File: src/hdl/bsd_map.svh
// Constants for the boot strap capture and register window decoder.
// Assumes inclusion by bare name from the package and the top module.
//
// Contract
// [RQ1] Sample data pins 15..8 as boot byte
// [RQ2] Data pin 7 sets core timer interrupts
// [RQ3] Data pin 5 picks lane strobe role
// [RQ4] Data pin 4 sets channel-0 wait bit
// [RQ5] Data pin 2 picks PCI arbiter
// [RQ6] Data pins 1..0 give boot bus width
// [RQ7] Board holds straps stable; reserved ignored
// [RQ8] Decode a 36-bit physical address space
// [RQ9] After reset only window and vectors map
// [RQ10] Vectors from channel 0 or PCI
// [RQ11] 64 KB window at fixed and relocated base
// [RQ12] Both windows reach the same register
// [RQ13] 32-bit registers take 32-bit transfers only
// [RQ14] 64-bit registers take 64 or two 32
// [RQ15] Big endian offset 0 picks upper half
// [RQ16] Satellite config cycles: any size, little endian
// [RQ17] Address pin 12 strap sets endian mode
`ifndef BSD_MAP_SVH
`define BSD_MAP_SVH

// ---------------------------------------------------------------
// Strap bit positions on the data pins
// ---------------------------------------------------------------
`define BSD_BOOT_BYTE_HI 15
`define BSD_BOOT_BYTE_LO 8
`define BSD_TIMER_BIT 7
`define BSD_LANE_BIT 5
`define BSD_WAIT_BIT 4
`define BSD_ARB_BIT 2
`define BSD_WIDTH_HI 1
`define BSD_WIDTH_LO 0

// ---------------------------------------------------------------
// Address map
// ---------------------------------------------------------------
`define BSD_PADDR_W 36
`define BSD_WIN_W 16
`define BSD_WIN_BASE 36'hf_ff1f_0000
`define BSD_VEC_BASE 36'hf_1fc0_0000
`define BSD_VEC_SPAN_W 22
`define BSD_HALF_BIT 2

// ---------------------------------------------------------------
// Reset values of captured fields
// ---------------------------------------------------------------
`define BSD_RST_BOOT_BYTE 8'h00
`define BSD_RST_WIDTH 2'h1

`endif

File: src/hdl/bsd_pkg.sv
// Types for the boot strap capture and register window decoder.
// Assumes the constants header is on the include path.
`include "bsd_map.svh"

package bsd_pkg;

  // Boot bus width code as the straps present it
  typedef enum logic [1:0] {
    BSD_W_RSVD = 2'h0,
    BSD_W_32 = 2'h1,
    BSD_W_16 = 2'h2,
    BSD_W_8 = 2'h3
  } bsd_width_t;

  // Transfer size of a register access
  typedef enum logic [1:0] {
    BSD_SZ_OTHER = 2'h0,
    BSD_SZ_32 = 2'h1,
    BSD_SZ_64 = 2'h2
  } bsd_size_t;

  // Configuration captured at reset release
  typedef struct packed {
    logic [7:0] boot_cfg_byte;
    logic core_timer_irq_off;
    logic lane_strobe_select;
    logic wait_mode_field;
    logic pci_arbiter_choice;
    bsd_width_t boot_width_field;
    logic big_endian;
  } bsd_strap_t;

  // One processor or PCI access request
  typedef struct packed {
    logic valid;
    logic [`BSD_PADDR_W-1:0] addr;
    bsd_size_t size;
    logic reg_wide;
    logic pci_cfg;
  } bsd_req_t;

  // Decode answer
  typedef struct packed {
    logic valid;
    logic win_hit;
    logic via_reloc;
    logic [`BSD_WIN_W-1:0] offset;
    logic lane_hi;
    logic lane_lo;
    logic size_bad;
    logic cfg_ok;
    logic little_endian;
    logic vec_ch0;
    logic vec_pci;
    logic unmapped;
  } bsd_ans_t;

endpackage

File: src/hdl/bsd_top.sv
// Boot strap capture and internal register window decoder.
// Assumes straps stay stable on the pins around reset release and that
// request fields come from logic on clk.
`timescale 1ns/10ps
`default_nettype none
`include "bsd_map.svh"

module bsd_top
  import bsd_pkg::*;
(
  input wire logic clk,
  input wire logic resetn,
  input wire logic [15:0] data_pin,
  input wire logic addr12_pin,
  input wire logic [`BSD_PADDR_W-1:`BSD_WIN_W] reloc_base,
  input wire logic boot_from_pci,
  input wire logic satellite_mode,
  input wire bsd_req_t req,
  output bsd_strap_t strap_r,
  output logic strap_done_r,
  output bsd_ans_t ans_r
);

  // ---------------------------------------------------------------
  // Pin synchronisers
  // ---------------------------------------------------------------
  logic [16:0] pin_meta_r;
  logic [16:0] pin_sync_r;

  // Free running, so the level is settled by the time reset lifts
  always_ff @(posedge clk) begin
    pin_meta_r <= {addr12_pin, data_pin};
    pin_sync_r <= pin_meta_r;
  end

  // ---------------------------------------------------------------
  // Strap capture
  // ---------------------------------------------------------------
  logic [15:0] dsync;
  assign dsync = pin_sync_r[15:0];

  // First edge after release; board keeps levels steady (see [RQ7])
  always_ff @(posedge clk or negedge resetn) begin
    if (!resetn) begin
      strap_done_r <= 1'b0;
    end else begin
      strap_done_r <= 1'b1;
    end
  end

  // Reserved positions 6 and 3 are never read (see [RQ7])
  always_ff @(posedge clk or negedge resetn) begin
    if (!resetn) begin
      strap_r.boot_cfg_byte <= `BSD_RST_BOOT_BYTE;
      strap_r.core_timer_irq_off <= 1'b0;
      strap_r.lane_strobe_select <= 1'b0;
      strap_r.wait_mode_field <= 1'b0;
      strap_r.pci_arbiter_choice <= 1'b0;
      strap_r.boot_width_field <= bsd_width_t'(`BSD_RST_WIDTH);
      strap_r.big_endian <= 1'b0;
    end else if (!strap_done_r) begin
      strap_r.boot_cfg_byte <=
        dsync[`BSD_BOOT_BYTE_HI:`BSD_BOOT_BYTE_LO]; // see [RQ1]
      // High level disables core timer interrupts
      strap_r.core_timer_irq_off <= dsync[`BSD_TIMER_BIT]; // see [RQ2]
      strap_r.lane_strobe_select <= dsync[`BSD_LANE_BIT]; // see [RQ3]
      strap_r.wait_mode_field <= dsync[`BSD_WAIT_BIT]; // see [RQ4]
      strap_r.pci_arbiter_choice <= dsync[`BSD_ARB_BIT]; // see [RQ5]
      strap_r.boot_width_field <=
        bsd_width_t'(dsync[`BSD_WIDTH_HI:`BSD_WIDTH_LO]); // see [RQ6]
      strap_r.big_endian <= pin_sync_r[16]; // see [RQ17]
    end
  end

  // ---------------------------------------------------------------
  // Address decode
  // ---------------------------------------------------------------
  localparam logic [`BSD_PADDR_W-1:0] WIN_BASE = `BSD_WIN_BASE;
  localparam logic [`BSD_PADDR_W-1:0] VEC_BASE = `BSD_VEC_BASE;
  logic fix_hit;
  logic rel_hit;
  logic win_nxt;
  logic vec_hit;
  logic half_sel;
  logic upper_nxt;

  // Upper 20-bit compare, bits 35..16, on both bases (see [RQ8], [RQ11])
  assign fix_hit = req.addr[`BSD_PADDR_W-1:`BSD_WIN_W] ==
                   WIN_BASE[`BSD_PADDR_W-1:`BSD_WIN_W];
  assign rel_hit = req.addr[`BSD_PADDR_W-1:`BSD_WIN_W] == reloc_base;
  assign win_nxt = fix_hit | rel_hit;
  // Vector region is the only other mapping at start-up (see [RQ9])
  assign vec_hit = req.addr[`BSD_PADDR_W-1:`BSD_VEC_SPAN_W] ==
                   VEC_BASE[`BSD_PADDR_W-1:`BSD_VEC_SPAN_W];
  assign half_sel = req.addr[`BSD_HALF_BIT];
  // Big endian: offset 0 is the upper word; little reverses (see [RQ15])
  assign upper_nxt = strap_r.big_endian ? !half_sel : half_sel;

  // Answer register, one cycle after the request
  always_ff @(posedge clk or negedge resetn) begin
    if (!resetn) begin
      ans_r <= '0;
    end else begin
      ans_r.valid <= req.valid;
      ans_r.win_hit <= req.valid & win_nxt & !req.pci_cfg;
      ans_r.via_reloc <= req.valid & rel_hit & !fix_hit;
      // Offset alone selects the register, whichever base (see [RQ12])
      ans_r.offset <= req.addr[`BSD_WIN_W-1:0];
      // Wide register: 64-bit gives both halves (see [RQ14])
      ans_r.lane_hi <= req.valid & win_nxt & (req.size == BSD_SZ_64 ||
        (req.size == BSD_SZ_32 && (!req.reg_wide || upper_nxt)));
      ans_r.lane_lo <= req.valid & win_nxt & (req.size == BSD_SZ_64 ||
        (req.size == BSD_SZ_32 && req.reg_wide && !upper_nxt));
      // Narrow register refuses all but 32-bit (see [RQ13])
      ans_r.size_bad <= req.valid & win_nxt & !req.pci_cfg &
        (req.reg_wide ? req.size == BSD_SZ_OTHER : req.size != BSD_SZ_32);
      // Config cycles only in satellite mode, any size (see [RQ16])
      ans_r.cfg_ok <= req.valid & req.pci_cfg & satellite_mode;
      ans_r.little_endian <= req.pci_cfg | !strap_r.big_endian;
      // Vector fetch goes to channel 0 or to PCI (see [RQ10])
      ans_r.vec_ch0 <= req.valid & vec_hit & !win_nxt & !boot_from_pci;
      ans_r.vec_pci <= req.valid & vec_hit & !win_nxt & boot_from_pci;
      ans_r.unmapped <= req.valid & !req.pci_cfg & !win_nxt & !vec_hit;
    end
  end
endmodule

`default_nettype wire

File: config.mk
export PLATFORM = sky130hd
export DESIGN_NAME = bsd_top
export DESIGN_NICKNAME = d
export VERILOG_FILES = /design/src/hdl/bsd_pkg.sv /design/src/hdl/bsd_top.sv
export VERILOG_INCLUDE_DIRS = /design/src /design/src/hdl
export SDC_FILE = /design/constraint.sdc
export NUM_CORES = 1
export LEC_CHECK = 0
export BUFFER_PORTS_ARGS = -buffer_cell sky130_fd_sc_hd__clkbuf_2
export CAP_MARGIN = 20
export CORE_UTILIZATION = 35
export DETAILED_ROUTE_END_ITERATION = 8
export GPL_TIMING_DRIVEN = 0
export PLACE_DENSITY = 0.68
export SETUP_SLACK_MARGIN = 0.1
export SLEW_MARGIN = 20
export SYNTH_ARGS = -nofsm -noshare
export SYNTH_HDL_FRONTEND = slang
export SYNTH_SLANG_ARGS = --single-unit
export TNS_END_PERCENT = 30
File: constraint.sdc
create_clock -name clk -period 1.2 [get_ports clk]
set_input_delay 0.18 -clock clk [delete_from_list [all_inputs] [get_ports clk]]
set_output_delay 0.18 -clock clk [all_outputs]
set_load 0.05 [all_outputs]
==> flow_metrics.py, run 1 <==
metrics = {
    "floorplan": {
        "fp.dieArea_mm2": 0.00683,
        "rows": 29,
        "die_y_um": 82.7,
        "ios": 125,
        "dieWidth_um": 82.7,
        "core-area_mm2": 0.00631,
        "start_util_pct": 36.1,
    },
    "worst_setup_path": {
        "r2r_slack_ns": 0.01,
        "path_class": "flip-flop to primary output",
        "critPathCaptureType": "primary output",
        "cpLargestDelayFamily": "flip-flops",
        "slowest_stage": "dfstp_2",
        "max_stage_delay_ns": 0.56,
        "r2r_end": "strap_r[0]$_DFFE_PN0N_",
        "startpoint_type": "flip-flop",
        "worstPathRequired_ns": 1.02,
        "arrival_ns": 1.06,
        "worst-path-buf-inv": 1,
        "cp_max_fo": 2,
        "reg2reg_depth": 4,
        "cp_cell_sequence": "clkbuf_16",
        "timing.rr.start": "strap_done_r$_DFF_PN0_",
    },
    "yosys": {
        "syn_area_per_cell_um2": 15.0,
        "yosys-top-cells-count": "42 x dfrtp_1, 30 x dfxtp_1, 20 x xor2_1, 15 x mux2_2, 10 x nand2_1",
        "async_flop_share_pct": 58.9,
        "yosysTopAreaCell": "dfrtp_1",
        "synth-seq-cells": 73,
        "synth_fa_ha_area_share_pct": 0,
        "synth_xor_area_share_pct": 8.08,
        "synth.most_common_cell": "dfrtp_1",
        "synth.mux.area_fraction_pct": 7.42,
        "synthDistinctLibCells": 25,
        "syn-num-nets": 234,
        "synth_edf_count": 0,
        "synth_compound_gate_area_share_pct": 0.604,
        "synthSimpleGateAreaFrac_pct": 9.67,
        "synth_flop_cell": "dfrtp_1",
        "syn_inst": 152,
        "yosysWarnings": 0,
        "synth_top_family_by_area": "simple AND/OR/NAND/NOR gates",
        "synth_top_area_share_pct": 46.2,
        "synth.area.top_cells": "dfrtp_1 46%, dfxtp_1 26%, xor2_1 7.7%, mux2_2 7.4%, nor4_1 1.9%",
        "syn_area_mm2": 0.00228,
        "seq_area_frac_synth_pct": 73.7,
    },
    "power": {
        "comb_power_share_pct": 19.6,
        "p_leak_nw": 1.98,
        "power_switching_mw": 1.51,
        "switching_share_pct": 26.8,
        "internal_power_mw": 4.11,
        "power.density_mw_per_mm2": 1380,
        "clock_power_share_pct": 32.9,
        "finalPower_mw": 5.62,
        "vdd_drop_max_uv": 1200,
        "p_seq_share_pct": 47.5,
    },
    "layout": {
        "final_layout_size_suffix_gt1_share_pct": 53.6,
        "stdcell_area_mm2": 0.00406,
        "fillerInstances": 476,
        "insertedDiodeCount": 0,
        "final_cell_count_no_fill": 413,
        "multiInputGateArea_um2": 667,
        "fin_util_pct": 64.2,
        "ff_latch_area_mm2": 0.00168,
        "nets": 413,
        "area_delta_synth_final_pct": 78.1,
    },
    "place": {
        "placed_area_mm2": 0.00304,
        "portBuffers": 122,
        "post-place-ws_ns": -0.325,
        "dpl.hpwl_mm": 3.36,
        "place_inst": 351,
        "place.gp.congestion": 0.823,
    },
    "clock_network": {
        "clkSlewWorstSetupHoldPaths_ns": 0.08,
        "clk_path_buf_depth": 2,
        "cts_tree": "built",
        "cts.sinks": 73,
        "htree_levels": 3,
        "cts-root-buf": "clkbuf_8",
        "cts_buffers": 9,
        "clock_latency_ns": 0.33,
    },
    "timing": {
        "slew_violations": 0,
        "tns_ns": -0.0393,
        "max_freq_ghz": 0.807,
        "hold_viol": 7,
        "rsz0062_at_grt": "yes",
        "fin_ws_ns": -0.0393,
        "setup_viol": 1,
        "whs_ns": -0.0117,
        "period_needed_ns": 1.24,
        "final.setup_skew_ns": 0.00736,
        "worstMarginPinSlew_ns": 0.943,
        "period_share_pct": 103,
        "slew_headroom_pct": 37.1,
    },
    "global_routing": {
        "groute.usage.overall_pct": 16.0,
        "grt_overflow": 0,
        "grt_most_used_layer": "met2",
        "grt_util_met3_pct": 6.37,
        "antenna_found_initial": 0,
        "grt_max_degree": 44,
        "grt_pass1_vias": 1747,
        "met1_usage_pct": 16.4,
        "grt_pass1_wl_mm": 7.90,
        "grt_util_met2_pct": 29.2,
    },
    "job": {
        "drv_cap": 0,
    },
    "outcome": {
        "violations": "negative hold slack, negative setup slack",
        "status": "complete, but fails checks",
    },
    "detailed_routing": {
        "drtIter0Drc": 25,
        "routedWlPerCell_um": 13.1,
        "drc": 0,
        "wl_mm": 5.42,
        "vias": 1771,
        "dr.pass1.iters": 3,
        "ant_nets": 0,
        "viasPerCell": 4.29,
    },
    "min_path": {
        "hold_class": "input pin to asynchronous set/reset pin",
    },
}
[how the worst max path moves through the flow]
stage                                      start                 endpoint  slack (ns)  cells past startpoint
after CTS                 strap_r[1]$_DFFE_PN1N_               strap_r[1]       -0.05                      1
after detailed placement                 req[26]       ans_r[0]$_DFF_PN0_       -0.32                      6
after floorplan           strap_done_r$_DFF_PN0_  strap_r[10]$_DFFE_PN0N_       -0.07                      3
after global placement            reloc_base[33]       ans_r[0]$_DFF_PN0_       -0.31                      6
final                     strap_r[1]$_DFFE_PN1N_               strap_r[1]       -0.04                      1
after global routing      strap_r[1]$_DFFE_PN1N_               strap_r[1]       -0.07                      1
[metal layers]
layer,vias to the layer above,wire length [um]
met4,0,93
met5,-,0
met1,817,1990
met2,78,2930
met3,9,403
li1,867,-
[area by class of cell]
cell class | instances | area share, %
buffer | 2 | 0.864
clock buffer | 10 | 3.15
clock inverter | 6 | 1.63
multi-input combinational | 77 | 16.4
sequential | 73 | 41.4
tap | 77 | 2.38
timing repair buffer | 168 | 34.1
[state kept, by name (all words and copies together), names as in the netlist]
signal and cells:
strap_r 15, pin_sync_r 15, strap_done_r 1, pin_meta_r 15
ans_r 27
[kinds of logic (layout without fill, tap and decap cells)]
group | Yosys count | in the layout
muxes | 15 | 15
other | 1 | 1
AOI/OAI and AO/OA | 2 | 2
and+or+nand+nor | 38 | 38
DFF | 73 | 73
xor gates and xnor gates | 21 | 21
buffers and inverters | 2 | 186
[worst register-to-register path, stage by stage, from the launching register on]
cell and delay (ns):
dfrtp_2 0.44, buf_8 0.14, buf_6 0.12, buf_6 0.12, mux2_2 0.26
[cells in the final DEF (no fill, tap or decap), types with 2 or more instances in the layout]
cell / n
mux2_4: 9
nor4_1: 4
buf_4: 27
clkbuf_8: 11
dfxtp_1: 30
dlygate4sd3_1: 32
nor3_1: 3
mux2_2: 6
nand2b_1: 4
clkbuf_16: 2
dfrtp_1: 40
and3_4: 2
nand2_1: 10
xor2_1: 20
nand3_1: 3
clkbuf_2: 75
buf_6: 12
nor4_2: 3
dfrtp_2: 2
buf_8: 17
[power groups by stage]
stage | clock network [mW] | registers, mW | logic (mW)
3_3_place_gp | 0 | 2.69 | 0.763
2_1_floorplan | 0 | 3.00 | 0.162
5_1_grt | 2.02 | 2.68 | 1.17
6_report | 1.85 | 2.67 | 1.10
3_5_place_dp | 0 | 2.69 | 0.770
4_1_cts | 1.92 | 2.65 | 1.04
[repair_timing]
item | CTS | global route
pin swaps | 5 | 4
endpoints found under the hold margin | 32 | 0
buffers inserted | 10 | 3
resized for setup | 72 | 56
cloned | 1 | 0
endpoints found under the setup margin | 58 | 62
hold buffers | 32 | 0
No activity file was read; power rests on OpenSTA's default activity.
==> run 2, diff against run 1 <==
- CORE_ASPECT_RATIO: unset -> 1.2
==> flow_metrics.py, run 2 (synthesis results as in run 1) <==
metrics = {
    "power": {
        "vdd_drop_max_uv": 908,
        "power.density_mw_per_mm2": 1390,
        "comb_power_share_pct": 19.4,
        "internal_power_mw": 4.12,
        "p_leak_nw": 2.00,
        "clock_power_share_pct": 33.6,
        "switching_share_pct": 27.8,
        "p_seq_share_pct": 47.0,
        "power_switching_mw": 1.59,
    },
    "layout": {
        "layout_common_cells": "77 x clkbuf_2, 40 x dfrtp_1, 32 x dlygate4sd3_1",
        "nets": 412,
        "stdcell_area_mm2": 0.00412,
        "fin_util_pct": 66.8,
        "area_delta_synth_final_pct": 80.9,
        "multiInputGateArea_um2": 659,
        "top_register": "ans_r",
        "final_layout_size_suffix_gt1_share_pct": 53.4,
        "ff_latch_area_mm2": 0.00168,
        "largest_reg_flops": 27,
        "mostFrequentLayoutCell": "clkbuf_2",
        "fillerInstances": 422,
        "insertedDiodeCount": 0,
    },
    "outcome": {
        "status": "complete, but fails checks",
        "violations": "negative hold slack, negative setup slack",
    },
    "min_path": {
        "hold_class": "input pin to asynchronous set/reset pin",
    },
    "global_routing": {
        "grt_pass1_wl_mm": 9.00,
        "antenna_found_initial": 0,
        "grt_pass1_vias": 1915,
        "grt_util_met3_pct": 5.47,
        "grt_overflow": 0,
        "grt_util_met2_pct": 32.8,
        "grt_max_degree": 44,
        "met1_usage_pct": 17.8,
        "groute.usage.overall_pct": 17.9,
        "grt_most_used_layer": "met2",
    },
    "timing": {
        "period_needed_ns": 1.22,
        "setup_viol": 1,
        "rsz0062_at_grt": "yes",
        "whs_ns": -0.0316,
        "fin_ws_ns": -0.0241,
        "slew_headroom_pct": 37.2,
        "slew_violations": 0,
        "period_share_pct": 102,
        "hold_viol": 15,
        "max_freq_ghz": 0.817,
        "final.setup_skew_ns": 0.00856,
        "worstMarginPinSlew_ns": 0.942,
    },
    "clock_network": {
        "cts_buffers": 9,
        "cts-root-buf": "clkbuf_8",
        "clock_latency_ns": 0.33,
        "clkSlewWorstSetupHoldPaths_ns": 0.08,
        "clk_path_buf_depth": 2,
        "htree_levels": 3,
        "cts.sinks": 73,
        "cts_tree": "built",
    },
    "place": {
        "place.gp.congestion": 0.785,
        "placed_area_mm2": 0.00305,
        "portBuffers": 122,
        "dpl.hpwl_mm": 3.56,
    },
    "floorplan": {
        "dieWidth_um": 75.6,
        "rows": 31,
        "fp.dieArea_mm2": 0.00683,
        "core-area_mm2": 0.00617,
        "ios": 125,
        "die_y_um": 90.4,
        "start_util_pct": 36.9,
    },
    "detailed_routing": {
        "routedWlPerCell_um": 15.3,
        "drtIter0Drc": 64,
        "drc": 0,
        "ant_nets": 0,
        "vias": 1827,
        "dr.pass1.iters": 4,
        "wl_mm": 6.37,
        "viasPerCell": 4.38,
    },
    "worst_setup_path": {
        "timing.rr.start": "strap_done_r$_DFF_PN0_",
        "path_class": "flip-flop to primary output",
        "slowest_stage": "dfstp_2",
        "reg2reg_depth": 3,
        "cpLargestDelayFamily": "flip-flops",
        "max_stage_delay_ns": 0.56,
        "r2r_end": "strap_r[14]$_DFFE_PN0N_",
        "r2r_slack_ns": 0.08,
        "arrival_ns": 1.04,
        "startpoint_type": "flip-flop",
        "critPathCaptureType": "primary output",
        "worst-path-buf-inv": 1,
        "cp_cell_sequence": "buf_8",
        "worstPathRequired_ns": 1.02,
        "cp_max_fo": 2,
    },
    "job": {
        "drv_cap": 0,
    },
}
run 2: through the flow:
step           instances  total power [mW]  TNS [ns]  setup WS (ns)
6_report             417              5.71   -0.0241        -0.0241
5_1_grt              417              5.92    -0.327        -0.0730
3_3_place_gp         356              3.45     -2.77         -0.439
2_1_floorplan        152              3.16    -0.717        -0.0716
3_5_place_dp         356              3.47     -2.76         -0.435
4_1_cts              412              5.63   -0.0589        -0.0589
run 2: worst max path at each step:
stage                                      start                      end  slack [ns]  depth (start not counted)
after floorplan           strap_done_r$_DFF_PN0_  strap_r[10]$_DFFE_PN0N_       -0.07                          3
after CTS                 strap_r[1]$_DFFE_PN1N_               strap_r[1]       -0.06                          1
final                     strap_r[1]$_DFFE_PN1N_               strap_r[1]       -0.02                          1
after global placement                   req[35]       ans_r[0]$_DFF_PN0_       -0.44                          6
after global routing                     req[31]       ans_r[0]$_DFF_PN0_       -0.07                          6
after detailed placement                 req[35]       ans_r[0]$_DFF_PN0_       -0.43                          6
run 2: layout make-up:
type | count | area share, %
sequential | 73 | 40.8
timing repair buffer | 167 | 35.0
multi-input combinational | 77 | 16.0
clock buffer | 9 | 3.01
tap | 82 | 2.49
clock inverter | 7 | 1.88
buffer | 2 | 0.850
run 2: what timing repair did:
item / in CTS / in global routing
endpoints found under the hold margin: 32 / 0
cloned: 0 / 1
hold buffers: 32 / 0
pin swaps: 4 / 5
endpoints found under the setup margin: 59 / 51
buffers inserted: 8 / 4
gates resized for setup: 82 / 45
run 2: layer usage:
metal	part of all wire [%]	wire length, um	up-vias
met2	52	3320	95
li1	-	-	866
met4	2.7	174	0
met1	37	2360	852
met3	8.1	513	14
met5	0	0	-
run 2: power groups by stage:
stage | registers (mW) | clock network (mW) | logic [mW]
2_1_floorplan | 3.00 | 0 | 0.162
3_3_place_gp | 2.69 | 0 | 0.763
3_5_place_dp | 2.69 | 0 | 0.774
4_1_cts | 2.65 | 1.95 | 1.03
5_1_grt | 2.70 | 2.06 | 1.17
6_report | 2.68 | 1.92 | 1.11
==> run 3, diff against run 2 <==
- CELL_PAD_IN_SITES_DETAIL_PLACEMENT: unset -> 0
- CELL_PAD_IN_SITES_GLOBAL_PLACEMENT: unset -> 2
- CORE_UTILIZATION: 35 -> 24
- PLACE_DENSITY: 0.68 -> unset
- PLACE_DENSITY_LB_ADDON: unset -> 0.1
==> flow_metrics.py, run 3 (synthesis results as in run 1) <==
metrics = {
    "min_path": {
        "hold_class": "input pin to flip-flop",
        "worstHoldStart": "req[40]",
        "whs_endpoint": "ans_r[26]$_DFF_PN0_",
        "hold_depth": 1,
    },
    "timing": {
        "period_needed_ns": 1.25,
        "fin_ws_ns": -0.0513,
        "setup_viol": 1,
        "rsz0062_at_grt": "yes",
        "tns_ns": -0.0513,
        "max_freq_ghz": 0.799,
        "whs_ns": 0.0521,
        "slew_violations": 0,
        "final.setup_skew_ns": 0.0110,
        "slew_headroom_pct": 60.1,
        "worstMarginPinSlew_ns": 0.598,
        "period_share_pct": 104,
        "hold_viol": 0,
    },
    "floorplan": {
        "core-area_mm2": 0.00913,
        "dieWidth_um": 90.9,
        "rows": 38,
        "die_y_um": 109,
        "start_util_pct": 24.9,
        "fp.dieArea_mm2": 0.00988,
        "ios": 125,
    },
    "detailed_routing": {
        "drc": 0,
        "vias": 1802,
        "drtIter0Drc": 13,
        "viasPerCell": 3.96,
        "routedWlPerCell_um": 12.6,
        "ant_nets": 0,
        "wl_mm": 5.73,
        "dr.pass1.iters": 3,
    },
    "layout": {
        "mostFrequentLayoutCell": "clkbuf_2",
        "insertedDiodeCount": 0,
        "final_layout_size_suffix_gt1_share_pct": 53.4,
        "fin_util_pct": 46.9,
        "largest_reg_flops": 27,
        "top_register": "ans_r",
        "stdcell_area_mm2": 0.00428,
        "nets": 412,
        "fillerInstances": 838,
        "layout_common_cells": "74 x clkbuf_2, 41 x buf_8, 40 x dfrtp_1",
        "ff_latch_area_mm2": 0.00168,
        "multiInputGateArea_um2": 682,
        "area_delta_synth_final_pct": 88.1,
    },
    "power": {
        "clock_power_share_pct": 31.8,
        "internal_power_mw": 3.97,
        "p_seq_share_pct": 47.7,
        "power_switching_mw": 1.64,
        "power.density_mw_per_mm2": 1310,
        "vdd_drop_max_uv": 431,
        "switching_share_pct": 29.2,
        "p_leak_nw": 2.04,
        "comb_power_share_pct": 20.5,
    },
    "worst_setup_path": {
        "slowest_stage": "dfstp_2",
        "max_stage_delay_ns": 0.56,
        "path_class": "flip-flop to primary output",
        "worstPathRequired_ns": 1.02,
        "r2r_end": "strap_r[13]$_DFFE_PN0N_",
        "startpoint_type": "flip-flop",
        "r2r_slack_ns": 0.07,
        "cp_cell_sequence": "clkbuf_16",
        "reg2reg_depth": 3,
        "critPathCaptureType": "primary output",
        "arrival_ns": 1.07,
        "worst-path-buf-inv": 1,
        "cpLargestDelayFamily": "flip-flops",
        "cp_max_fo": 2,
        "crit_start": "strap_r[1]$_DFFE_PN1N_",
        "timing.rr.start": "strap_done_r$_DFF_PN0_",
    },
    "place": {
        "placed_area_mm2": 0.00310,
        "place.gp.congestion": 0.688,
        "dpl.hpwl_mm": 3.76,
        "portBuffers": 122,
    },
    "job": {
        "drv_cap": 0,
    },
    "clock_network": {
        "cts-root-buf": "clkbuf_8",
        "cts_tree": "built",
        "clkSlewWorstSetupHoldPaths_ns": 0.09,
        "cts.sinks": 73,
        "clk_path_buf_depth": 2,
        "cts_buffers": 9,
        "clock_latency_ns": 0.35,
        "htree_levels": 3,
    },
    "global_routing": {
        "grt_overflow": 0,
        "grt_pass1_wl_mm": 8.53,
        "antenna_found_initial": 0,
        "grt_max_degree": 44,
        "groute.usage.overall_pct": 11.7,
        "grt_pass1_vias": 1837,
    },
    "outcome": {
        "status": "complete, but fails checks",
        "violations": "negative setup slack",
    },
}
## run 3: changes by cell type in the layout (fill, tap and decap cells not counted), moves of 2 or more
| cell | delta |
|---|---|
| buf_8 | +20 |
| buf_4 | -5 |
| clkbuf_8 | -10 |
| mux2_2 | -3 |
| nor4_2 | +2 |
| mux2_4 | +3 |
| buf_6 | -5 |
| clkbuf_2 | -3 |
| nor4_1 | -2 |
| nor3_1 | +2 |
| nor3_2 | -2 |
| inv_6 | +2 |
## run 3: worst max-delay path by stage
stage | end | cells after the start
after floorplan | strap_r[10]$_DFFE_PN0N_ | 3
after global placement | ans_r[0]$_DFF_PN0_ | 6
after detailed placement | ans_r[0]$_DFF_PN0_ | 6
after CTS | strap_r[1] | 1
after global routing | strap_r[1] | 1
final | strap_r[1] | 1
## run 3: layout make-up
class	count	share of cell area, %
sequential	73	39.2
timing repair buffer	167	36.3
multi-input combinational	77	15.9
tap	120	3.51
clock buffer	9	2.89
clock inverter	7	1.37
buffer	2	0.818
## run 3: metal layers
| layer | GRT usage [%] | share of wire, % | up-vias |
|---|---|---|---|
| met2 | 21.5 | 54 | 90 |
| met3 | 3.97 | 6.3 | 12 |
| li1 | - | - | 869 |
| met1 | 11.3 | 37 | 831 |
| met5 | 0 | 0 | - |
| met4 | 7.14 | 2.6 | 0 |
## run 3: per-stage QoR
stage / cells / total power [mW] / worst slack (ns)
CTS: 452 / 5.62 / -0.0797
detailed placement: 394 / 3.48 / -0.379
global placement: 394 / 3.47 / -0.386
floorplan: 152 / 3.16 / -0.0716
finish: 455 / 5.61 / -0.0513
global route: 455 / 5.89 / -0.108
## run 3: repair_timing
item / in CTS / in global routing
resized for setup: 93 / 57
gates cloned: 0 / 1
endpoints found under the hold margin: 74 / 0
setup endpoints to repair: 60 / 60
setup buffers: 9 / 2
pin swaps: 4 / 8
hold buffers: 33 / 0
## run 3: power groups by stage
stage               registers, mW  clock network [mW]  logic, mW
global placement             2.69                   0      0.784
finish                       2.68                1.79       1.15
detailed placement           2.69                   0      0.784
floorplan                    3.00                   0      0.162
CTS                          2.65                1.89       1.08
global route                 2.69                1.99       1.21
